### src/sarseq_pkg.sv
/*
 Package for the successive-approximation converter sequencer:
 register offsets, field positions, reset values, timing counts, carrier types.
 Assumes a 100 MHz aclk and 32-bit AXI4-Lite register access.
*/
package sarseq_pkg;

    // Register byte offsets
    localparam logic [7:0] SARSEQ_OFF_CTRL    = 8'h00;
    localparam logic [7:0] SARSEQ_OFF_OPTIONS = 8'h04;
    localparam logic [7:0] SARSEQ_OFF_SLOT1   = 8'h08;
    localparam logic [7:0] SARSEQ_OFF_SLOT2   = 8'h0c;
    localparam logic [7:0] SARSEQ_OFF_SLOT3   = 8'h10;
    localparam logic [7:0] SARSEQ_OFF_SLOT4   = 8'h14;
    localparam logic [7:0] SARSEQ_OFF_POWER   = 8'h18;

    // Control/status field positions
    localparam int SARSEQ_CTL_DONE_BIT = 7;
    localparam int SARSEQ_CTL_SCAN_BIT = 5;
    localparam int SARSEQ_CTL_GRP_BIT  = 4;

    // Options field positions
    localparam int SARSEQ_OPT_PU_BIT   = 7;
    localparam int SARSEQ_OPT_CONV_CLOCK_SELECT_BIT = 6;
    localparam int SARSEQ_OPT_DLY_BIT  = 4;

    // Reset values
    localparam logic [7:0] SARSEQ_CTRL_RST = 8'h00;
    localparam logic [7:0] SARSEQ_OPT_RST  = 8'h10;
    localparam logic [7:0] SARSEQ_OPT_MASK = 8'hd0;

    // Conversion timing, in conversion clock cycles
    localparam int         SARSEQ_NUM_BITS    = 8;
    localparam int         SARSEQ_NUM_SLOTS   = 4;
    localparam logic [4:0] SARSEQ_SAMPLE_CYC  = 5'h0c;
    localparam logic [4:0] SARSEQ_CONV_CYC    = 5'h1f;
    localparam logic [4:0] SARSEQ_STEP_FIRST  = 5'h0c;
    localparam logic [4:0] SARSEQ_STEP_LAST   = 5'h13;

    // Option write window and stop-exit delays, in bus cycles
    localparam logic [6:0]  SARSEQ_WRONCE_CYC  = 7'h40;
    localparam int          SARSEQ_DLY_LONG    = 4000;
    localparam int          SARSEQ_DLY_SHORT   = 4;
    localparam logic [11:0] SARSEQ_DLY_LONG_C  = 12'(SARSEQ_DLY_LONG);
    localparam logic [11:0] SARSEQ_DLY_SHORT_C = 12'(SARSEQ_DLY_SHORT);

    // RC clock divider default: one enable per this many aclk cycles
    localparam logic [3:0] SARSEQ_RC_DIV = 4'h4;

    // AXI responses
    localparam logic [1:0] SARSEQ_RESP_OKAY   = 2'b00;
    localparam logic [1:0] SARSEQ_RESP_SLVERR = 2'b10;

    typedef enum logic [1:0] {
        SARSEQ_IDLE    = 2'b00,
        SARSEQ_RUN     = 2'b01,
        SARSEQ_SUSPEND = 2'b10,
        SARSEQ_RESUME  = 2'b11
    } sarseq_state_t;

    // Analog front end controls
    typedef struct packed {
        logic       power_up;
        logic       sample_closed;
        logic [3:0] source_select_code;
        logic [7:0] dac_code;
    } sarseq_afe_t;

endpackage

### src/sarseq_top.sv
/*
 Sequencer for an 8-bit successive-approximation converter, with AXI4-Lite
 registers. Assumes the analog mux, capacitor DAC and comparator sit outside,
 the comparator answering within the conversion clock step it is sampled on.
*/
`timescale 1ns/10ps
// What this block does
// - Eight comparison steps per conversion, MSB first
// - Finished approximation copied into its slot
// - Sample switch closed twelve cycles per conversion
// - Four readable 8-bit result slots
// - Slot updates never collide with reads
// - Clock select: bus clock or RC clock
// - Sequences of four, one-shot or continuous
// - Done flag set after fourth conversion
// - Power-up bit enables converter, clear powers down
// - Sequence starts one cycle after control write
// - Low reference gives 00, high gives ff
// - Sixteen sources; group source n to slot n mod 4
// - Single one-shot: four results, then halt
// - Single continuous: slot index wraps around
// - Group one-shot: each source once, then halt
// - Group continuous: cycles group, slots wrap
// - Stop/wait suspends channel, resamples on resume
// - Stop exit delay 4000 or about four cycles
// - Write-once options within 64 cycles, normal mode
// - Control write clears flag, restarts sequence
// - Group mode ignores two low select bits
// - Select code passed straight through, no reserved codes
module sarseq_top
    import sarseq_pkg::*;
(
    // Clock and reset
    input  wire logic        aclk,
    input  wire logic        aresetn,
    // AXI4-Lite write address
    input  wire logic [7:0]  s_axi_awaddr,
    input  wire logic        s_axi_awvalid,
    output logic             s_axi_awready,
    // AXI4-Lite write data
    input  wire logic [31:0] s_axi_wdata,
    input  wire logic [3:0]  s_axi_wstrb,
    input  wire logic        s_axi_wvalid,
    output logic             s_axi_wready,
    // AXI4-Lite write response
    output logic [1:0]       s_axi_bresp,
    output logic             s_axi_bvalid,
    input  wire logic        s_axi_bready,
    // AXI4-Lite read address
    input  wire logic [7:0]  s_axi_araddr,
    input  wire logic        s_axi_arvalid,
    output logic             s_axi_arready,
    // AXI4-Lite read data
    output logic [31:0]      s_axi_rdata,
    output logic [1:0]       s_axi_rresp,
    output logic             s_axi_rvalid,
    input  wire logic        s_axi_rready,
    // System mode inputs
    input  wire logic        special_mode,
    input  wire logic        stop_mode,
    input  wire logic        wait_mode,
    // Analog front end
    output sarseq_afe_t      afe,
    input  wire logic        comparator_high
);

    logic [7:0]    conv_control_status;
    logic [7:0]    system_config_options;
    logic [7:0]    result_slot [SARSEQ_NUM_SLOTS];
    logic          sequence_done_flag;
    logic          options_written;
    logic [6:0]    reset_age;
    sarseq_state_t state;
    logic [4:0]    cycle_cnt;
    logic [1:0]    slot_idx;
    logic [7:0]    approx;
    logic [7:0]    next_approx;
    logic [11:0]   resume_cnt;
    logic          stop_seen;
    logic          start_pending;
    logic [3:0]    rc_div;
    logic          rc_tick;
    logic          conv_tick;
    logic          ctrl_write;
    logic          opt_write;
    logic          have_aw;
    logic          have_w;
    logic [7:0]    aw_addr;
    logic [31:0]   w_data;
    logic [3:0]    w_strb;
    logic          conv_done;
    logic [1:0]    next_slot;
    logic          seq_end;

    wire conv_power_up          = system_config_options[SARSEQ_OPT_PU_BIT];
    wire conv_clock_select      = system_config_options[SARSEQ_OPT_CONV_CLOCK_SELECT_BIT];
    wire stop_exit_delay_enable = system_config_options[SARSEQ_OPT_DLY_BIT];
    wire group_mode_select      = conv_control_status[SARSEQ_CTL_GRP_BIT];
    wire scan_continuous        = conv_control_status[SARSEQ_CTL_SCAN_BIT];
    wire [3:0] source_select_code = conv_control_status[3:0];

    // Source for a slot; in group mode the slot index gives its low bits
    function automatic logic [3:0] source_for(input logic [3:0] code, input logic grp,
                                              input logic [1:0] idx);
        source_for = grp ? {code[3:2], idx} : code;
    endfunction

    // Conversion clock: bus clock or divided RC stand-in
    always_ff @(posedge aclk) begin
        if (!aresetn) begin
            rc_div  <= 4'h0;
            rc_tick <= 1'b0;
        end else if (rc_div == SARSEQ_RC_DIV - 4'h1) begin
            rc_div  <= 4'h0;
            rc_tick <= 1'b1;
        end else begin
            rc_div  <= rc_div + 4'h1;
            rc_tick <= 1'b0;
        end
    end
    assign conv_tick = conv_clock_select ? rc_tick : 1'b1;

    // AXI write path: address and data taken in either order
    always_ff @(posedge aclk) begin
        if (!aresetn) begin
            have_aw      <= 1'b0;
            have_w       <= 1'b0;
            aw_addr      <= 8'h00;
            w_data       <= 32'h0;
            w_strb       <= 4'h0;
            s_axi_bvalid <= 1'b0;
            s_axi_bresp  <= SARSEQ_RESP_OKAY;
        end else begin
            if (s_axi_awvalid && s_axi_awready) begin
                have_aw <= 1'b1;
                aw_addr <= s_axi_awaddr;
            end
            if (s_axi_wvalid && s_axi_wready) begin
                have_w <= 1'b1;
                w_data <= s_axi_wdata;
                w_strb <= s_axi_wstrb;
            end
            if (have_aw && have_w && !s_axi_bvalid) begin
                have_aw      <= 1'b0;
                have_w       <= 1'b0;
                s_axi_bvalid <= 1'b1;
                if (aw_addr[7:2] > SARSEQ_OFF_POWER[7:2])
                    s_axi_bresp <= SARSEQ_RESP_SLVERR;
                else
                    s_axi_bresp <= SARSEQ_RESP_OKAY;
            end else if (s_axi_bvalid && s_axi_bready) begin
                s_axi_bvalid <= 1'b0;
            end
        end
    end
    assign s_axi_awready = !have_aw;
    assign s_axi_wready  = !have_w;

    wire wr_commit = have_aw && have_w && !s_axi_bvalid && w_strb[0];
    always_comb begin
        ctrl_write = 1'b0;
        opt_write  = 1'b0;
        if (wr_commit && aw_addr[7:2] == SARSEQ_OFF_CTRL[7:2])
            ctrl_write = 1'b1;
        else if (wr_commit && aw_addr[7:2] == SARSEQ_OFF_OPTIONS[7:2])
            opt_write = 1'b1;
    end

    // Control register; bits 7 and 6 read back from elsewhere or zero
    always_ff @(posedge aclk) begin
        if (!aresetn)
            conv_control_status <= SARSEQ_CTRL_RST;
        else if (ctrl_write)
            conv_control_status <= {2'b00, w_data[5:0]};
    end

    // Options: write-once window after reset unless in special mode
    always_ff @(posedge aclk) begin
        if (!aresetn) begin
            system_config_options <= SARSEQ_OPT_RST;
            options_written       <= 1'b0;
            reset_age             <= 7'h00;
        end else begin
            if (reset_age != SARSEQ_WRONCE_CYC)
                reset_age <= reset_age + 7'h1;
            if (opt_write && (special_mode ||
                (!options_written && reset_age < SARSEQ_WRONCE_CYC))) begin
                system_config_options <= w_data[7:0] & SARSEQ_OPT_MASK;
                options_written       <= 1'b1;
            end
        end
    end

    // Start one cycle after the control write
    always_ff @(posedge aclk) begin
        if (!aresetn)
            start_pending <= 1'b0;
        else
            start_pending <= ctrl_write;
    end

    assign conv_done = (state == SARSEQ_RUN) && conv_tick && (cycle_cnt == SARSEQ_CONV_CYC);
    assign next_slot = slot_idx + 2'h1;
    assign seq_end   = conv_done && (slot_idx == 2'(SARSEQ_NUM_SLOTS - 1));

    // Sequencer state, conversion step counter and slot index
    always_ff @(posedge aclk) begin
        if (!aresetn) begin
            state      <= SARSEQ_IDLE;
            cycle_cnt  <= 5'h00;
            slot_idx   <= 2'h0;
            resume_cnt <= 12'h000;
            stop_seen  <= 1'b0;
        end else if (!conv_power_up) begin
            state     <= SARSEQ_IDLE;
            cycle_cnt <= 5'h00;
        end else if (start_pending) begin
            state     <= SARSEQ_RUN;
            cycle_cnt <= 5'h00;
            slot_idx  <= 2'h0;
        end else begin
            case (state)
                SARSEQ_IDLE: begin
                    cycle_cnt <= 5'h00;
                end
                SARSEQ_RUN: begin
                    if (stop_mode || wait_mode) begin
                        state     <= SARSEQ_SUSPEND;
                        stop_seen <= stop_mode;
                        cycle_cnt <= 5'h00;
                    end else if (conv_done) begin
                        cycle_cnt <= 5'h00;
                        slot_idx  <= next_slot;
                        if (seq_end && !scan_continuous)
                            state <= SARSEQ_IDLE;
                    end else if (conv_tick) begin
                        cycle_cnt <= cycle_cnt + 5'h01;
                    end
                end
                SARSEQ_SUSPEND: begin
                    if (stop_mode)
                        stop_seen <= 1'b1;
                    if (!stop_mode && !wait_mode) begin
                        state <= SARSEQ_RESUME;
                        if (stop_seen && stop_exit_delay_enable)
                            resume_cnt <= SARSEQ_DLY_LONG_C;
                        else if (stop_seen)
                            resume_cnt <= SARSEQ_DLY_SHORT_C;
                        else
                            resume_cnt <= 12'h001;
                    end
                end
                SARSEQ_RESUME: begin
                    if (resume_cnt <= 12'h001) begin
                        state     <= SARSEQ_RUN; // restart sample of same channel
                        stop_seen <= 1'b0;
                        cycle_cnt <= 5'h00;
                    end else begin
                        resume_cnt <= resume_cnt - 12'h001;
                    end
                end
                default: state <= SARSEQ_IDLE;
            endcase
        end
    end

    // DAC loads the next trial, so each step compares the code it decides
    always_comb begin
        next_approx = approx;
        if (state == SARSEQ_RUN && conv_tick && !stop_mode && !wait_mode) begin
            if (cycle_cnt == SARSEQ_SAMPLE_CYC - 5'h01) begin
                next_approx = 8'h80;
            end else if (cycle_cnt >= SARSEQ_STEP_FIRST && cycle_cnt <= SARSEQ_STEP_LAST) begin
                for (int b = 0; b < SARSEQ_NUM_BITS; b++) begin
                    if (b == 7 - int'(cycle_cnt - SARSEQ_STEP_FIRST)) begin
                        next_approx[b] = comparator_high;
                        if (b > 0)
                            next_approx[b-1] = 1'b1;
                    end
                end
            end
        end
    end
    always_ff @(posedge aclk) begin
        if (!aresetn)
            approx <= 8'h00;
        else
            approx <= next_approx;
    end

    // Result slots; written on the aclk edge, reads sample registered copies
    always_ff @(posedge aclk) begin
        if (!aresetn) begin
            for (int i = 0; i < SARSEQ_NUM_SLOTS; i++)
                result_slot[i] <= 8'h00;
        end else if (conv_done && !start_pending && conv_power_up) begin
            result_slot[slot_idx] <= approx;
        end
    end

    // Done flag: set at fourth result, cleared by control write (set wins)
    always_ff @(posedge aclk) begin
        if (!aresetn)
            sequence_done_flag <= 1'b0;
        else if (seq_end && !start_pending && conv_power_up)
            sequence_done_flag <= 1'b1;
        else if (ctrl_write)
            sequence_done_flag <= 1'b0;
    end

    // Front end drive
    always_ff @(posedge aclk) begin
        if (!aresetn) begin
            afe <= '0;
        end else begin
            afe.power_up      <= conv_power_up;
            afe.sample_closed <= (state == SARSEQ_RUN) && !stop_mode && !wait_mode &&
                                 (cycle_cnt < SARSEQ_SAMPLE_CYC);
            afe.source_select_code <= source_for(source_select_code, group_mode_select, slot_idx);
            afe.dac_code      <= next_approx;
        end
    end

    // AXI read path; one read at a time
    always_ff @(posedge aclk) begin
        if (!aresetn) begin
            s_axi_rvalid <= 1'b0;
            s_axi_rdata  <= 32'h0;
            s_axi_rresp  <= SARSEQ_RESP_OKAY;
        end else if (s_axi_arvalid && s_axi_arready) begin
            s_axi_rvalid <= 1'b1;
            s_axi_rresp  <= SARSEQ_RESP_OKAY;
            if (s_axi_araddr[7:2] == SARSEQ_OFF_CTRL[7:2])
                s_axi_rdata <= {24'h0, sequence_done_flag, 1'b0, conv_control_status[5:0]};
            else if (s_axi_araddr[7:2] == SARSEQ_OFF_OPTIONS[7:2])
                s_axi_rdata <= {24'h0, system_config_options};
            else if (s_axi_araddr[7:2] == SARSEQ_OFF_SLOT1[7:2])
                s_axi_rdata <= {24'h0, result_slot[0]};
            else if (s_axi_araddr[7:2] == SARSEQ_OFF_SLOT2[7:2])
                s_axi_rdata <= {24'h0, result_slot[1]};
            else if (s_axi_araddr[7:2] == SARSEQ_OFF_SLOT3[7:2])
                s_axi_rdata <= {24'h0, result_slot[2]};
            else if (s_axi_araddr[7:2] == SARSEQ_OFF_SLOT4[7:2])
                s_axi_rdata <= {24'h0, result_slot[3]};
            else if (s_axi_araddr[7:2] == SARSEQ_OFF_POWER[7:2])
                s_axi_rdata <= {30'h0, state};
            else begin
                s_axi_rdata <= 32'h0;
                s_axi_rresp <= SARSEQ_RESP_SLVERR;
            end
        end else if (s_axi_rvalid && s_axi_rready) begin
            s_axi_rvalid <= 1'b0;
        end
    end
    assign s_axi_arready = !s_axi_rvalid;

endmodule

### config.mk
export PLATFORM = sky130hd
export DESIGN_NAME = sarseq_top
export DESIGN_NICKNAME = d
export VERILOG_FILES = /design/src/sarseq_pkg.sv /design/src/sarseq_top.sv
export SDC_FILE = /design/constraint.sdc
export NUM_CORES = 1
export LEC_CHECK = 0
export ABC_AREA = 1
export BUFFER_PORTS_ARGS = -buffer_cell sky130_fd_sc_hd__buf_2
export CAP_MARGIN = 20
export CORE_AREA = 2 2 126 128
export CTS_CLUSTER_SIZE = 12
export DETAILED_ROUTE_END_ITERATION = 16
export DIE_AREA = 0 0 128 130
export PLACE_DENSITY = 0.59
export REMOVE_ABC_BUFFERS = 1
export SYNTH_ARGS = -nofsm -noshare
export SYNTH_HDL_FRONTEND = slang
export SYNTH_SLANG_ARGS = --single-unit
### constraint.sdc
create_clock -name aclk -period 2.8 [get_ports aclk]
set_clock_uncertainty 0.15 [all_clocks]
set_input_delay 0.56 -clock aclk [delete_from_list [all_inputs] [get_ports aclk]]
set_output_delay 0.56 -clock aclk [all_outputs]
set_load 0.03 [all_outputs]
==> metrics.cfg <==
[yosys]
postSynthCellCount = 807
ys_types = 48
yosys_warnings = 0
ys_seq_area_share_pct = 44.5
synth_top_area_share_pct = 28.9
async_flop_share_pct = 0
avgSynthCellArea_um2 = 7.63
synth_area_um2 = 6160
synth_area_leaders = dfxtp_1 29%, edfxtp_1 16%, nand2_1 8.3%
yosys.area.top_type = dfxtp_1
ys_ff_latch = 121
ys.flop_type = dfxtp_1
synth_edf_count = 32

[route]
dr.pass1.iters = 4
drcViolationCount = 0
vias = 5135
antenna_left = 0
drt_wl_total_um = 13800
via_per_inst = 4.74
wire_per_inst_um = 12.8
dr.first_iter.drc_count = 183

[setup_path]
crit_type = register to register
worstPathRequired_ns = 2.72
critical_path.startpoint = cycle_cnt[2]$_SDFFE_PP0P_
timing.rr.start = cycle_cnt[2]$_SDFFE_PP0P_
cp_max_fo = 10
crit_path_start_kind = register
end_kind = register
worst_ep_arrival_time_ns = 2.41

[clocking]
cts_resized = 0
cts_setup_buffers = 0
hold_buffers = 0
clock_latency_ns = 0.42
cts-buffers-inserted = 17
numClockSinks = 121
cts_tree = yes
cts_max_path_buffers = 2
clk_pin_slew_worst_paths_ns = 0.05
clock-root-buffer = clkbuf_16
cts_max_level = 4

[sta]
final.setup.tns_ns = 0
relSlewSlack_pct = 50.3
setup_slack_ns = 0.312
rsz0062_at_grt = no
worst_pin_slew_ns = 0.738
fin_crit_sh_pct = 88.9
finalSetupViolCount = 0
min_period_ns = 2.49
finalHoldViolCount = 0
max_freq_mhz = 402
drv_slew = 0

[floorplanning]
fp-row-count = 46
coreArea_um2 = 15400
die_y_um = 130
fp.dieArea_um2 = 16600
fp.dieW_um = 128
pin_count = 118
initial_core_util_pct = 39.9

[finish]
nFillCells = 1565
layout_commonest_cell = nand2_1
layout.nets = 959
register_area_um2 = 2740
num_antenna_cells = 0
final_util_pct = 46.5
syn_to_final_growth_pct = 16.5
layout_common_cells = 136 x nand2_1, 120 x nor2_1, 96 x inv_1, 89 x dfxtp_1, 65 x a21oi_1
drive_gt1_share_pct = 17.3
multi_input_area_um2 = 2820

[global_routing]
grt_pass1_wl_um = 22900
grt_overflow_total = 0
grt_pass1_vias = 4743
grt_max_degree = 58
antenna_found_initial = 0
grtUsageTotal_pct = 17.7

[placement]
post-place-ws_ns = 0.324
hpwlAfterDp_um = 10300
portBuffers = 60
gp_congestion = 0.792

[power]
irDropWorstVdd_uv = 477
powerDensity_nw_per_um2 = 598
p_leak_nw = 3.19
power_mw = 4.29

[min_path]
worstHoldStart = s_axi_awaddr[7]
hold_class = primary input to register

[status]
outcome = finished clean

[run]
drv_cap = 0

-- metal layers --
metal | wire length, µm | part of all wire [%] | track usage, %
met4 | 143 | 1.0 | 6.01
met2 | 6550 | 47 | 29.1
met1 | 6710 | 48 | 23.1
met5 | 0 | 0 | 0
met3 | 435 | 3.1 | 4.14
-- critical path: stages, from the launching register on --
cell and delay, ns:
dfxtp_1 0.43, ha_1 0.20, nand2_1 0.05, inv_1 0.05
ha_1 0.13, inv_1 0.04, nor2_1 0.16, nand2_1 0.12
inv_2 0.12, nand2_4 0.11, nor2_4 0.14, nand2_2 0.13
nand2_1 0.31
-- Yosys cell counts (all sizes together) (2+ instances only) --
cell type	instances
or2	5
nor2	137
a21oi	69
nand2	146
dfxtp	89
xnor2	2
edfxtp	32
nand4	17
o21ai	71
a21boi	2
clkinv	4
inv	109
nand3	42
o211ai	3
ha	17
nor3	12
clkbuf	9
buf	30
-- final timing paths --
check,end,cells after the start,slack [ns]
max,result_slot[1][0]$_SDFFCE_PN0P_,12,0.31
min,aw_addr[7]$_SDFFE_PN0P_,3,0.22
max reg2reg,result_slot[1][0]$_SDFFCE_PN0P_,12,0.31
min reg2reg,rc_div[0]$_SDFF_PP0_,1,0.29
-- logic make-up after synthesis --
family | after synthesis | share of synthesized area, %
AND/OR/NAND/NOR | 362 | 27.0
buffers and inverters | 152 | 11.1
AO/OA/AOI/OAI | 151 | 13.4
flip-flops | 121 | 44.5
adder cells (fa/ha/maj) | 17 | 3.45
XOR/XNOR | 3 | 0.427
other | 1 | 0.0609
-- where the power goes --
part,leakage [nW],switching [mW],internal (mW)
clock network,0.288,0.782,1.35
logic,1.88,0.202,0.0721
registers,1.03,0.0265,1.86
total,3.19,1.01,3.28
-- state kept, by name, indices dropped and copies added, names as in the netlist, 2 cells and up --
register	cells
state	2
cycle_cnt	5
resume_cnt	12
slot_idx	2
result_slot	32
rc_div	4
reset_age	7
afe	14
w_data	8
conv_control_status	6
s_axi_rdata	8
aw_addr	6
system_config_options	3
-- layout make-up --
class | count | share of cell area, %
Sequential cell | 121 | 38.2
Multi-Input combinational cell | 559 | 39.3
Tap cell | 192 | 3.35
Timing Repair Buffer | 67 | 4.92
Clock buffer | 23 | 6.97
Inverter | 113 | 5.98
Clock inverter | 9 | 1.22
-- metrics by stage --
stage                     std cells  hold WS, ns  cell area [µm²]
after floorplan                 793        0.268             5990
after global placement         1052        0.283             6590
after detailed placement       1052        0.289             6590
after CTS                      1084        0.203             7180
after global routing           1084        0.217             7180
final                          1084        0.216             7180
Note: power is estimated with default switching activity, not from simulation.
